File: src/include/cbs_pkg.sv
// Constants, types and opcode decode for the bus-cycle sequencer
package cbs_pkg;

  // Fixed bus addresses and reset values
  localparam logic [15:0] CBS_DUMMY_ADDR = 16'hffff;
  localparam logic [15:0] CBS_RESET_PC   = 16'h0000;

  // Opcodes with a documented value
  localparam logic [7:0] CBS_OP_PAGE  = 8'h1a;
  localparam logic [7:0] CBS_OP_JUMP_X  = 8'h6e;
  localparam logic [7:0] CBS_OP_TEST_X  = 8'h6d;
  localparam logic [7:0] CBS_OP_CALL_E  = 8'hbd;
  localparam logic [7:0] CBS_OP_LOAD_Y  = 8'hee;
  localparam logic [7:0] CBS_OP_STORE_Y = 8'hef;
  // Second bytes of the paged extended compares
  localparam logic [7:0] CBS_OP_CMPD_E  = 8'hb3;
  localparam logic [7:0] CBS_OP_CMPY_E  = 8'hbc;

  // Opcode field layout: high nibble selects the group
  localparam logic [3:0] CBS_HI_RMW_X = 4'h6;
  localparam logic [3:0] CBS_HI_A8_X  = 4'ha;
  localparam logic [3:0] CBS_HI_B8_X  = 4'he;
  localparam logic [3:0] CBS_HI_EXT   = 4'hb;
  localparam logic [3:0] CBS_LO_ST8   = 4'h7;
  localparam logic [3:0] CBS_LO_AR16  = 4'h3;
  localparam logic [3:0] CBS_LO_CMPX  = 4'hc;
  localparam logic [3:0] CBS_LO_LD16  = 4'he;
  localparam logic [3:0] CBS_LO_STB16 = 4'hd;
  localparam logic [3:0] CBS_LO_ST16  = 4'hf;
  localparam logic [3:0] CBS_LO_CALL_X = 4'hd;

  typedef enum logic [3:0] {
    CBS_S_OP     = 4'b0000,
    CBS_S_OP2    = 4'b0001,
    CBS_S_OFF    = 4'b0010,
    CBS_S_AH     = 4'b0011,
    CBS_S_AL     = 4'b0100,
    CBS_S_DUM    = 4'b0101,
    CBS_S_RD_H   = 4'b0110,
    CBS_S_RD_L   = 4'b0111,
    CBS_S_DUM2   = 4'b1000,
    CBS_S_DUM3   = 4'b1001,
    CBS_S_WR_H   = 4'b1010,
    CBS_S_WR_L   = 4'b1011,
    CBS_S_SUB    = 4'b1100,
    CBS_S_PUSH_L = 4'b1101,
    CBS_S_PUSH_H = 4'b1110
  } cbs_state_t;

  typedef enum logic [3:0] {
    CBS_C_NONE   = 4'b0000,
    CBS_C_JUMP_X = 4'b0001,
    CBS_C_RD8_X  = 4'b0010,
    CBS_C_ST8_X  = 4'b0011,
    CBS_C_LD16_X = 4'b0100,
    CBS_C_ST16_X = 4'b0101,
    CBS_C_AR16_X = 4'b0110,
    CBS_C_RMW_X  = 4'b0111,
    CBS_C_TEST_X = 4'b1000,
    CBS_C_CALL_E = 4'b1001,
    CBS_C_CMP_E  = 4'b1010,
    CBS_C_RD8_E  = 4'b1011
  } cbs_class_t;

  // Single-byte opcode to cycle class
  function automatic cbs_class_t cbs_decode(input logic [7:0] op);
    cbs_class_t c;
    c = CBS_C_NONE;
    if (op == CBS_OP_JUMP_X) begin
      c = CBS_C_JUMP_X;
    end else if (op == CBS_OP_TEST_X) begin
      c = CBS_C_TEST_X;
    end else if (op == CBS_OP_CALL_E) begin
      c = CBS_C_CALL_E;
    end else if (op[7:4] == CBS_HI_RMW_X) begin
      c = CBS_C_RMW_X;
    end else if (op[7:4] == CBS_HI_EXT) begin
      c = CBS_C_RD8_E;
    end else if (op[7:4] == CBS_HI_A8_X || op[7:4] == CBS_HI_B8_X) begin
      if (op[3:0] == CBS_LO_ST8) begin
        c = CBS_C_ST8_X;
      end else if (op[3:0] == CBS_LO_AR16) begin
        c = CBS_C_AR16_X;
      end else if (op[3:0] == CBS_LO_ST16) begin
        c = CBS_C_ST16_X;
      end else if (op[3:0] == CBS_LO_LD16) begin
        c = CBS_C_LD16_X;
      end else if (op[3:0] == CBS_LO_CMPX) begin
        c = (op[7:4] == CBS_HI_A8_X) ? CBS_C_AR16_X : CBS_C_LD16_X;
      end else if (op[3:0] == CBS_LO_STB16) begin
        // Indexed call shares this slot and is not sequenced here
        c = (op[7:4] == CBS_HI_B8_X) ? CBS_C_ST16_X : CBS_C_NONE;
      end else begin
        c = CBS_C_RD8_X;
      end
    end
    return c;
  endfunction

  // Second byte after the page prefix to cycle class
  function automatic cbs_class_t cbs_decode2(input logic [7:0] op);
    cbs_class_t c;
    c = CBS_C_NONE;
    if (op == CBS_OP_LOAD_Y) begin
      c = CBS_C_LD16_X;
    end else if (op == CBS_OP_STORE_Y) begin
      c = CBS_C_ST16_X;
    end else if (op == CBS_OP_CMPD_E || op == CBS_OP_CMPY_E) begin
      c = CBS_C_CMP_E;
    end
    return c;
  endfunction

  // All sequencer state
  typedef struct packed {
    cbs_state_t  state;
    cbs_class_t  cls;
    logic [15:0] pc;
    logic [15:0] ea;
    logic [7:0]  op;
    logic [15:0] rd;
    logic        done;
  } cbs_regs_t;

  localparam cbs_regs_t CBS_REGS_RESET = '{
    state: CBS_S_OP, cls: CBS_C_NONE, pc: CBS_RESET_PC,
    ea: 16'h0000, op: 8'h00, rd: 16'h0000, done: 1'b0};

endpackage

File: src/include/cbs_bus_if.sv
// Carrier between the sequencer core and its bus-cycle driver
`timescale 1ns/1ps
interface cbs_bus_if;
  cbs_pkg::cbs_state_t state;
  cbs_pkg::cbs_class_t cls;
  logic [15:0]         pc;
  logic [15:0]         ea;
  logic [15:0]         sp;
  logic [15:0]         wdata;
  logic [15:0]         addr;
  logic                read;
  logic [7:0]          dout;

  modport seq (output state, output cls, output pc, output ea,
               output sp, output wdata,
               input addr, input read, input dout);
  modport drv (input state, input cls, input pc, input ea,
               input sp, input wdata,
               output addr, output read, output dout);
endinterface

File: src/cbs_bus_drv.sv
// Address, read/write and write-data selection per bus cycle
`timescale 1ns/1ps
module cbs_bus_drv (
  cbs_bus_if.drv bus
);
  logic hi16;

  // Classes whose operand is two bytes wide
  assign hi16 = bus.cls == cbs_pkg::CBS_C_LD16_X ||
                bus.cls == cbs_pkg::CBS_C_ST16_X ||
                bus.cls == cbs_pkg::CBS_C_AR16_X ||
                bus.cls == cbs_pkg::CBS_C_CMP_E;

  always_comb begin
    bus.addr = bus.pc;
    bus.read = 1'b1;
    bus.dout = 8'h00;
    case (bus.state)
      cbs_pkg::CBS_S_DUM,
      cbs_pkg::CBS_S_DUM2,
      cbs_pkg::CBS_S_DUM3: begin
        bus.addr = cbs_pkg::CBS_DUMMY_ADDR;
      end
      cbs_pkg::CBS_S_RD_H: begin
        bus.addr = bus.ea;
      end
      cbs_pkg::CBS_S_RD_L: begin
        bus.addr = bus.ea + {15'h0000, hi16};
      end
      cbs_pkg::CBS_S_WR_H: begin
        bus.addr = bus.ea;
        bus.read = 1'b0;
        bus.dout = bus.wdata[15:8];
      end
      cbs_pkg::CBS_S_WR_L: begin
        bus.addr = bus.ea + {15'h0000, hi16};
        bus.read = 1'b0;
        bus.dout = bus.wdata[7:0];
      end
      cbs_pkg::CBS_S_SUB: begin
        bus.addr = bus.ea;
      end
      cbs_pkg::CBS_S_PUSH_L: begin
        bus.addr = bus.sp;
        bus.read = 1'b0;
        bus.dout = bus.pc[7:0];
      end
      cbs_pkg::CBS_S_PUSH_H: begin
        bus.addr = bus.sp - 16'h0001;
        bus.read = 1'b0;
        bus.dout = bus.pc[15:8];
      end
      default: begin
        bus.addr = bus.pc;
      end
    endcase
  end
endmodule

File: src/cbs_seq.sv
// Bus-cycle sequencer: fetch, address and operand cycles per instruction
// Functional notes
// - Extended compare: opcodes, address pair, two reads, dummy; 7 cycles.
// - Extended call, opcode $BD, 6 cycles; target fetched high byte first.
// - Call cycle 4 reads the subroutine's first opcode at target, read high.
// - Call writes return low byte at stack pointer, high at pointer - 1.
// - Indexed jump $6E: opcode, offset, dummy read at $FFFF; 3 cycles.
// - Indexed: offset, dummy read at $FFFF, operand at index plus offset.
// - Indexed read-modify-write: read, dummy at $FFFF, write back; 6 cycles.
// - Indexed test $6D: read operand, two dummy reads, no write; 6 cycles.
// - Indexed 16-bit loads: high at indexed address, low at next; 5 cycles.
// - Second-index load: $1A, $EE, offset, dummy, two reads; 6 cycles.
// - Second-index store: $1A, $EF; writes high then low in cycles 5, 6.
// - Indexed 16-bit stores: high at indexed address, low next; 5 cycles.
// - Indexed 8-bit store writes in cycle 4; 8-bit reads read in cycle 4.
// - Indexed 16-bit add, subtract, compare: high read cycle 4; 6 cycles.
// - Two-byte opcodes: prefix at opcode address, second byte next.
// - Extended 8-bit read: opcode, address high and low, operand; 4 cycles.
`timescale 1ns/1ps
module cbs_seq #(
  parameter logic [15:0] START_PC = cbs_pkg::CBS_RESET_PC
) (
  // Clock and reset
  input  wire logic        clk_sys,
  input  wire logic        sys_rst,
  // CPU bus; data pin split into in, out and enable
  output logic [15:0]      cpu_addr,
  output logic             cpu_read,
  input  wire logic [7:0]  cpu_data_in,
  output logic [7:0]       cpu_data_out,
  output logic             cpu_data_oe,
  // Register values from the core
  input  wire logic [15:0] first_index_register,
  input  wire logic [15:0] stack_ptr,
  input  wire logic [15:0] store_data,
  // Results to the core
  output logic [15:0]      operand_data,
  output logic [7:0]       opcode,
  output logic             instr_done
);
  cbs_pkg::cbs_regs_t s_reg;
  cbs_pkg::cbs_regs_t s_next;
  cbs_bus_if          bus ();

  cbs_bus_drv cbs_bus_drv_i (
    .bus (bus.drv)
  );

  assign bus.state = s_reg.state;
  assign bus.cls   = s_reg.cls;
  assign bus.pc    = s_reg.pc;
  assign bus.ea    = s_reg.ea;
  assign bus.sp    = stack_ptr;
  assign bus.wdata = store_data;

  assign cpu_addr     = bus.addr;
  assign cpu_read     = bus.read;
  assign cpu_data_out = bus.dout;
  assign cpu_data_oe  = ~bus.read;
  assign operand_data = s_reg.rd;
  assign opcode       = s_reg.op;
  assign instr_done   = s_reg.done;

  // First cycle after the opcode byte, shared by normal fetch and the
  // opcode already read inside a call
  function automatic cbs_pkg::cbs_state_t after_op(
    input cbs_pkg::cbs_class_t c);
    cbs_pkg::cbs_state_t n;
    // Extended classes fetch a two-byte address, indexed ones an offset
    case (c)
      cbs_pkg::CBS_C_CALL_E,
      cbs_pkg::CBS_C_CMP_E,
      cbs_pkg::CBS_C_RD8_E:  n = cbs_pkg::CBS_S_AH;
      cbs_pkg::CBS_C_JUMP_X,
      cbs_pkg::CBS_C_RD8_X,
      cbs_pkg::CBS_C_ST8_X,
      cbs_pkg::CBS_C_LD16_X,
      cbs_pkg::CBS_C_ST16_X,
      cbs_pkg::CBS_C_AR16_X,
      cbs_pkg::CBS_C_RMW_X,
      cbs_pkg::CBS_C_TEST_X: n = cbs_pkg::CBS_S_OFF;
      default:               n = cbs_pkg::CBS_S_OP;
    endcase
    return n;
  endfunction

  always_comb begin
    s_next      = s_reg;
    s_next.done = 1'b0;
    case (s_reg.state)
      cbs_pkg::CBS_S_OP: begin
        s_next.op = cpu_data_in;
        s_next.pc = s_reg.pc + 16'h0001;
        if (cpu_data_in == cbs_pkg::CBS_OP_PAGE) begin
          s_next.state = cbs_pkg::CBS_S_OP2;
        end else begin
          s_next.cls   = cbs_pkg::cbs_decode(cpu_data_in);
          s_next.state = after_op(cbs_pkg::cbs_decode(cpu_data_in));
          // Unknown opcodes are skipped as one-cycle fetches
          s_next.done  = cbs_pkg::cbs_decode(cpu_data_in) ==
                         cbs_pkg::CBS_C_NONE;
        end
      end
      cbs_pkg::CBS_S_OP2: begin
        // Prefix is spent; the second byte alone picks the class
        s_next.op    = cpu_data_in;
        s_next.pc    = s_reg.pc + 16'h0001;
        s_next.cls   = cbs_pkg::cbs_decode2(cpu_data_in);
        s_next.state = after_op(cbs_pkg::cbs_decode2(cpu_data_in));
        s_next.done  = cbs_pkg::cbs_decode2(cpu_data_in) ==
                       cbs_pkg::CBS_C_NONE;
      end
      cbs_pkg::CBS_S_OFF: begin
        // Unsigned offset added to the first index register
        s_next.ea    = first_index_register + {8'h00, cpu_data_in};
        s_next.pc    = s_reg.pc + 16'h0001;
        s_next.state = cbs_pkg::CBS_S_DUM;
      end
      cbs_pkg::CBS_S_AH: begin
        s_next.ea[15:8] = cpu_data_in;
        s_next.pc       = s_reg.pc + 16'h0001;
        s_next.state    = cbs_pkg::CBS_S_AL;
      end
      cbs_pkg::CBS_S_AL: begin
        s_next.ea[7:0] = cpu_data_in;
        s_next.pc      = s_reg.pc + 16'h0001;
        case (s_reg.cls)
          cbs_pkg::CBS_C_CALL_E: s_next.state = cbs_pkg::CBS_S_SUB;
          cbs_pkg::CBS_C_CMP_E: s_next.state = cbs_pkg::CBS_S_RD_H;
          default:              s_next.state = cbs_pkg::CBS_S_RD_L;
        endcase
      end
      cbs_pkg::CBS_S_DUM: begin
        case (s_reg.cls)
          cbs_pkg::CBS_C_JUMP_X: begin
            s_next.pc    = s_reg.ea;
            s_next.done  = 1'b1;
            s_next.state = cbs_pkg::CBS_S_OP;
          end
          cbs_pkg::CBS_C_ST8_X:  s_next.state = cbs_pkg::CBS_S_WR_L;
          cbs_pkg::CBS_C_ST16_X: s_next.state = cbs_pkg::CBS_S_WR_H;
          cbs_pkg::CBS_C_LD16_X,
          cbs_pkg::CBS_C_AR16_X: s_next.state = cbs_pkg::CBS_S_RD_H;
          default:               s_next.state = cbs_pkg::CBS_S_RD_L;
        endcase
      end
      cbs_pkg::CBS_S_RD_H: begin
        s_next.rd[15:8] = cpu_data_in;
        s_next.state    = cbs_pkg::CBS_S_RD_L;
      end
      cbs_pkg::CBS_S_RD_L: begin
        s_next.rd[7:0] = cpu_data_in;
        case (s_reg.cls)
          cbs_pkg::CBS_C_AR16_X,
          cbs_pkg::CBS_C_CMP_E,
          cbs_pkg::CBS_C_RMW_X,
          cbs_pkg::CBS_C_TEST_X: s_next.state = cbs_pkg::CBS_S_DUM2;
          default: begin
            s_next.done  = 1'b1;
            s_next.state = cbs_pkg::CBS_S_OP;
          end
        endcase
      end
      cbs_pkg::CBS_S_DUM2: begin
        case (s_reg.cls)
          cbs_pkg::CBS_C_TEST_X: s_next.state = cbs_pkg::CBS_S_DUM3;
          cbs_pkg::CBS_C_RMW_X:  s_next.state = cbs_pkg::CBS_S_WR_L;
          default: begin
            s_next.done  = 1'b1;
            s_next.state = cbs_pkg::CBS_S_OP;
          end
        endcase
      end
      cbs_pkg::CBS_S_DUM3: begin
        s_next.done  = 1'b1;
        s_next.state = cbs_pkg::CBS_S_OP;
      end
      cbs_pkg::CBS_S_WR_H: begin
        s_next.state = cbs_pkg::CBS_S_WR_L;
      end
      cbs_pkg::CBS_S_WR_L: begin
        s_next.done  = 1'b1;
        s_next.state = cbs_pkg::CBS_S_OP;
      end
      cbs_pkg::CBS_S_SUB: begin
        // Target opcode is already in hand; the push cycles still need
        // the return address, so the program counter moves afterwards
        s_next.op    = cpu_data_in;
        s_next.state = cbs_pkg::CBS_S_PUSH_L;
      end
      cbs_pkg::CBS_S_PUSH_L: begin
        s_next.state = cbs_pkg::CBS_S_PUSH_H;
      end
      cbs_pkg::CBS_S_PUSH_H: begin
        // Opcode read in the target cycle decides the next step
        s_next.done = 1'b1;
        s_next.pc   = s_reg.ea + 16'h0001;
        if (s_reg.op == cbs_pkg::CBS_OP_PAGE) begin
          s_next.state = cbs_pkg::CBS_S_OP2;
        end else begin
          s_next.cls   = cbs_pkg::cbs_decode(s_reg.op);
          s_next.state = after_op(cbs_pkg::cbs_decode(s_reg.op));
        end
      end
      default: begin
        s_next.state = cbs_pkg::CBS_S_OP;
      end
    endcase
  end

  // Start address is a parameter so the boot fetch can be placed anywhere
  always_ff @(posedge clk_sys) begin
    if (sys_rst) begin
      s_reg <= cbs_pkg::CBS_REGS_RESET;
      s_reg.pc <= START_PC;
    end else begin
      s_reg <= s_next;
    end
  end
endmodule

File: config.mk
export PLATFORM = sky130hd
export DESIGN_NAME = cbs_seq
export DESIGN_NICKNAME = d
export VERILOG_FILES = /design/src/include/cbs_pkg.sv /design/src/include/cbs_bus_if.sv /design/src/cbs_bus_drv.sv /design/src/cbs_seq.sv
export SDC_FILE = /design/constraint.sdc
export NUM_CORES = 1
export LEC_CHECK = 0
export ABC_CLOCK_PERIOD_IN_PS = 2950
export BUFFER_PORTS_ARGS = -buffer_cell sky130_fd_sc_hd__buf_2
export CAP_MARGIN = 20
export CORE_MARGIN = 1.5
export CORE_UTILIZATION = 45
export DETAILED_ROUTE_END_ITERATION = 16
export PLACE_DENSITY = 0.71
export SETUP_SLACK_MARGIN = 0.15
export SLEW_MARGIN = 20
export SYNTH_ARGS = -nofsm -noshare
export SYNTH_HDL_FRONTEND = slang
export SYNTH_SLANG_ARGS = --single-unit
File: constraint.sdc
create_clock -name clk_sys -period 2.95 [get_ports clk_sys]
set_clock_uncertainty 0.1 [all_clocks]
set_input_delay 0.59 -clock clk_sys [delete_from_list [all_inputs] [get_ports clk_sys]]
set_output_delay 0.59 -clock clk_sys [all_outputs]
set_load 0.02 [all_outputs]
Yosys cells after proc, flatten, opt, wreduce, memory -nomap -nowiden
Memory sizes are Yosys's and may differ from the RTL's.
Cells that the tools add are included.
Cells by class
  add/sub/neg operators: 5
  $mul: 0
  div/mod/pow operators: 0
  magnitude comparators: 0
  equal/unequal tests: 58
  shift-type cells: 0
  multiplexer cells: 56
  bitwise operators: 0
  reductions and logical operators: 25
Operators by type and width (number)
  4-bit two-way mux: 31
  4-bit equality test, second input constant: 24
  16-bit case mux with 5 select lines: 1
  4-bit case mux with 13 select lines: 1
  4-bit by 3-bit equality test with 1-bit output, second input constant: 12
  8-bit equality test, second input constant: 6
  16-bit case mux with 3 select lines: 1
  16-bit by 1-bit adder with 16-bit output, second input constant: 2
  8-bit by 7-bit equality test with 1-bit output, second input constant: 4
  8-bit case mux with 2 select lines: 2
  8-bit case mux with 4 select lines: 1
  4-bit by 2-bit equality test with 1-bit output, second input constant: 5
  3-bit two-way mux: 6
  16-bit by 1-bit adder with 16-bit output: 1
  16-bit by 8-bit adder with 16-bit output: 1
  8-bit by 5-bit equality test with 1-bit output, second input constant: 2
  16-bit two-way mux: 1
  4-bit case mux with 2 select lines: 2
  4-bit case mux with 4 select lines: 1
  16-bit by 1-bit subtractor with 16-bit output, second input constant: 1
  4-bit logical NOT: 3
  4-bit case mux with 3 select lines: 1
  3-bit OR reduction: 4
  4-bit by 1-bit equality test with 1-bit output, second input constant: 2
  12 further kinds: 29
Word-level totals
  register bits after elaboration: 65
  bits in latches: 0
  RAM bits: 0
  ROM bits: 96
  bits of input ports: 58
  output and inout bits: 51
  logic and storage cells: 156
  memories: 3
Memory list
  (name not given): words 16, bits a word 2, rd ports 1, clocked after memory_dff 0, wr ports 0, RTL line cbs_seq.sv:70  | case (c)
  (name not given): words 16, bits a word 2, rd ports 1, clocked after memory_dff 0, wr ports 0, RTL line cbs_seq.sv:70
  (name not given): words 16, bits a word 2, rd ports 1, clocked after memory_dff 0, wr ports 0, RTL line cbs_seq.sv:70

Logic depth before layout (Yosys ltp)
  word-level depth: 19
  depth in mapped cells: 12
  mapped depth without buffers: 11

By module
From an unflattened synthesis, not the netlist that was laid out.
Unflattened totals
  cells, all modules: 913
  area total of the unflattened synthesis: 6568.8 um^2
By module, submodules not included
  cbs_seq: instances 1, cells each 636, area an instance 4770.8 um^2, seq. area each 1301.2 um^2
  cbs_bus_drv: instances 1, cells each 277, area an instance 1798.0 um^2, seq. area each 0.0 um^2

Worst setup path after synthesis
OpenSTA, ideal clock, no wires.
  kind: register to output
  start point: register s_reg (netlist bit bus.cls[2])
  end point: output port cpu_addr[12]
  data arrival time: 2.520 ns
  data required time: 2.260 ns
  setup slack: -0.260 ns
  stages on the path, launching flop included: 10
  path buffers: 1
  path through: dfxtp_1 clkbuf_1 nor2b_1 a21oi_1 a21oi_1 ha_1 ha_1 nand3_1 or4_1 a32oi_1
Between the ends
  word-level cells in the longest chain between the ends: 6
  elaborated cells between the ends (all ways): 9
  those cells by class: add/sub: 1; eq/ne: 4; mux: 1; reduce/logical: 3
RTL lines
  start, declared: RTL line cbs_seq.sv:41  | cbs_pkg::cbs_regs_t s_reg;
  start signal, assigned: RTL line cbs_seq.sv:214  | s_reg <= cbs_pkg::CBS_REGS_RESET;
  start signal, assigned: RTL line cbs_seq.sv:217  | s_reg <= s_next;
  4-bit by 3-bit equality test with 1-bit output (on tied branches): RTL line cbs_bus_drv.sv:9, cbs_bus_drv.sv:10
  1-bit logical OR: RTL line cbs_bus_drv.sv:9  | assign hi16 = bus.cls == cbs_pkg::CBS_C_LD16_X ||
  1-bit logical OR: RTL line cbs_bus_drv.sv:10  | bus.cls == cbs_pkg::CBS_C_ST16_X ||
  1-bit logical OR *: RTL line cbs_bus_drv.sv:11  | bus.cls == cbs_pkg::CBS_C_AR16_X ||
  16-bit by 1-bit adder with 16-bit output *: RTL line cbs_bus_drv.sv:28, cbs_bus_drv.sv:36
  16-bit case mux with 5 select lines *: RTL line cbs_bus_drv.sv:18  | case (bus.state)
  end, declared: RTL line cbs_seq.sv:27  | output logic [15:0] cpu_addr,
Mark *: on every way between the ends. The rest lies on a longest branch, timed or not.

Final worst setup path
  start point: register s_reg (netlist bit bus.cls[3])
  end point: output port cpu_addr[9]
Same word-level chain as after synthesis.

==> summary.md <==
| Metric | Value |
|---|---|
| Worst R2R End | `bus.pc[12]$_SDFFE_PP0P_` |
| Syn Nets | `1011` |
| Routed vias | `8025` |
| Wire per inst | `18.2 µm` |
| Initial DRC Count | `1237` |
| Clock share of power | `0.340` |
| Vias per inst | `6.30` |
| CTS Hold Buffers Added | `0` |
| Power Dens Cells | `400 nW/µm²` |
| Fin crit share | `1.06` |
| Final setup viols | `13` |
| Critical path depth | `12` |
| Vias in the first global route | `7002` |
| Placed Area | `7680 µm²` |
| NetSw | `1.25 mW` |
| Num CTS Buffers | `9` |
| Crit path launch | `bus.cls[3]$_SDFFE_PP0P_` |
| First-pass DRT Iterations | `6` |
| Synth top cells by count | `nand2_1, nor2_1, a21oi_1, dfxtp_1, o21ai_0` |
| Mapped Area | `6390 µm²` |
| Synth top area cells | `dfxtp_1, nand2_1, a21oi_1` |
| Fmax | `0.320 GHz` |
| Final core utilization | `0.604` |
| Layout net count | `1159` |
| Number of synthesis warnings | `0` |
| Crit end category | `output pin` |
| Distinct cells, synth | `88` |
| DRC | `0` |
| Worst Hold Class | `reg -> reg` |
| Row count | `43` |
| Outcome | `finished with violations` |
| Die height | `122 µm` |
| Worst path top cell family by delay | `simple AND/OR/NAND/NOR gates` |
| Slowest stage delay, CP | `380 ps` |
| Largest net degree at the start of global routing | `56` |
| RSZ-0062 raised after global routing | `true` |
| Worst path most repeated cell | `a21oi_2` |
| First-pass GRT wire length | `36.6 mm` |
| Crit path DAT | `2440 ps` |
| Failing checks | `setup timing` |
| Buf+Inv Stages, Crit Path | `2` |
| H-tree Lvls | `3` |
| Root Buffer | `clkbuf_16` |
| Initial antenna violation count | `1` |
| CP Launch Type | `flip-flop` |
| Mapped Cells | `940` |
| Grt total ovfl | `0` |
| GRT Util Overall | `0.309` |
| Final ANT Viol Nets | `0` |
| Slew margin rel. | `0.452` |
| Worst-Margin Slew | `817 ps` |
| Leakage power | `3.30 nW` |
| Initial Util | `0.461` |
| CTS tree | `done` |
| Post-synth EDFFs | `0` |
| Die width | `122 µm` |
| Worst Path Required | `2260 ps` |
| Sw frac | `0.373` |
| Setup crit end | `cpu_addr[9]` |
| Post-DP HPWL | `17.2 mm` |
| Max capacitance violation total | `0` |
| Comb pwr share | `0.339` |
| GP Congestion | `0.938` |
| Finished Cell Area | `8380 µm²` |
| Max Slew Vio Count | `0` |
| Syn avg cell area | `6.80 µm²` |
| Min Clock Period, post-route | `3130 ps` |
| Num ports | `109` |
| Clk_lat worst skew | `350 ps` |
| CP Cell Sequence | `inv_4 > nor2_4 > a21oi_2 > a21oi_2 > ha_4 > and3_4 > nand3_4 > nor3_2 > xor2_1 > nand2_1 > a31oi_2 > buf_4` |
| Final hold violation count | `0` |
| Critical path class | `reg -> out` |
| Dpl ws | `-100 ps` |
| Clock tree buffer depth | `2` |
| VDD IR max | `374 µV` |
| R2r setup slk | `390 ps` |
| CTS sink cnt | `65` |
| Worst-path clk slew | `60 ps` |
| Max Fanout on Critical Path | `4` |
| FF-to-FF path depth | `9` |
| FILL cells | `1298` |
| Total wire length | `23.2 mm` |
| Cell internal pwr | `2.10 mW` |
| Top-count cell post-synth | `nand2_1` |
| Die area | `14900 µm²` |
| Yosys reg bits | `65` |
| Slowest stage cell, crit path | `dfxtp_4` |
| Buffers added on ports | `108` |
| Sequential fraction of the synthesis area | `0.203` |
| Core Area | `13900 µm²` |
| Main synth FF type | `dfxtp_1` |
| Crit Reg-Reg Startpoint | `bus.state[0]$_SDFF_PP0_` |
| Worst setup margin | `-178 ps` |
| P&R area growth vs syn | `31.0%` |
| Async set-reset flop share out of synthesis | `0` |
| Layout cell share with drive strength beyond 1 | `0.285` |
| Top cell type by total area after synthesis | `dfxtp_1` |
| Top-area cell type share of the netlist area | `0.203` |
| Seq pwr share | `0.321` |
-- metal layers --
metal / global-route usage / vias up / part of all wire
met2: 0.483 / 484 / 0.45
met4: 0.111 / 0 / 0.028
met3: 0.0511 / 62 / 0.093
met5: 0 / - / 0
met1: 0.429 / 3690 / 0.43
li1: - / 3789 / -
-- flip-flops by register name, indices dropped and copies added, names as in the netlist --
signal        count
bus.state         4
opcode            8
bus.ea           16
instr_done        1
operand_data     16
bus.cls           4
bus.pc           16
-- cell type report --
type | count | area (µm²) | share of cell area
Multi-Input combinational cell | 766 | 4930 | 0.588
Timing Repair Buffer | 221 | 1510 | 0.180
Sequential cell | 65 | 1310 | 0.156
Clock buffer | 9 | 225 | 0.0269
Tap cell | 180 | 225 | 0.0269
Inverter | 25 | 96.3 | 0.0115
Clock inverter | 7 | 85.1 | 0.0102
Antenna cell | 1 | 2.50 | 0.000299
-- metrics by stage --
step,setup TNS (ps),hold slack [ps],power (mW),cells
global placement,-150,339,2.11,1252
CTS,-1650,356,3.32,1271
finish,-1530,351,3.35,1274
floorplan,0,370,1.73,940
global route,-2870,371,3.49,1274
detailed placement,-316,347,2.11,1252
-- layout by cell type, fill, tap and decap left out, drive strengths merged, types with 5 or more instances in the layout --
cell type and instances:
a211oi 22, a21o 6, a21oi 77, a221oi 11, a22oi 25, a311oi 6
a31oi 17, a32oi 5, and3 6, and4 5, buf 221, clkbuf 9
dfxtp 65, ha 12, inv 29, mux2i 9, nand2 133, nand2b 15
nand3 37, nand3b 10, nand4 18, nor2 96, nor2b 10, nor3 22
nor3b 6, nor4 13, o211ai 8, o21a 5, o21ai 65, o22ai 11
o31ai 8, xnor2 16, xor2 11
-- worst reg2reg max path: stages, from the launching register on --
cell and delay [ps]:
dfxtp_2 360, buf_4 200, and4b_2 470, nand2_1 80, o21ai_0 80, ha_1 320
a21bo_2 320, a211o_1 280, a21oi_1 120, o31ai_1 90
-- worst min path at each step --
stage / startpoint / endpoint / cells after the start / slack [ps]
6_report: operand_data[4]$_SDFFE_PP0P_ / operand_data[4]$_SDFFE_PP0P_ / 2 / 350
4_1_cts: operand_data[4]$_SDFFE_PP0P_ / operand_data[4]$_SDFFE_PP0P_ / 2 / 360
5_1_grt: operand_data[1]$_SDFFE_PP0P_ / operand_data[1]$_SDFFE_PP0P_ / 2 / 370
3_3_place_gp: operand_data[8]$_SDFFE_PP0P_ / operand_data[8]$_SDFFE_PP0P_ / 2 / 340
3_5_place_dp: operand_data[7]$_SDFFE_PP0P_ / operand_data[7]$_SDFFE_PP0P_ / 2 / 350
2_1_floorplan: bus.pc[14]$_SDFFE_PP0P_ / bus.pc[14]$_SDFFE_PP0P_ / 2 / 370
-- power groups by stage --
| stage | Sequential [mW] | Combinational, mW | Clock [mW] |
|---|---|---|---|
| after floorplan | 1.03 | 0.698 | 0 |
| after detailed placement | 1.08 | 1.04 | 0 |
| final | 1.08 | 1.14 | 1.14 |
| after global routing | 1.08 | 1.23 | 1.18 |
| after global placement | 1.08 | 1.03 | 0 |
| after CTS | 1.07 | 1.11 | 1.14 |
-- timing repair --
| item | 4_1_cts | 5_1_grt |
|---|---|---|
| buffers inserted | 3 | 2 |
| pin swaps | 23 | 12 |
| cloned | 0 | 0 |
| endpoints found under the setup margin | 24 | 24 |
| resized for setup | 89 | 13 |
-- logic make-up (layout without fill, tap and decap cells) --
family	Yosys count	after routing	synth area share
flip-flops	65	65	0.203
adder cells (fa/ha/maj)	13	13	0.0266
XOR/XNOR	27	27	0.0370
AO/OA/AOI/OAI	312	312	0.325
other	0	1	0
AND/OR/NAND/NOR	401	401	0.311
buffers and inverters	109	262	0.0749
multiplexers	13	13	0.0217
Power figures use the tool's default switching activity.
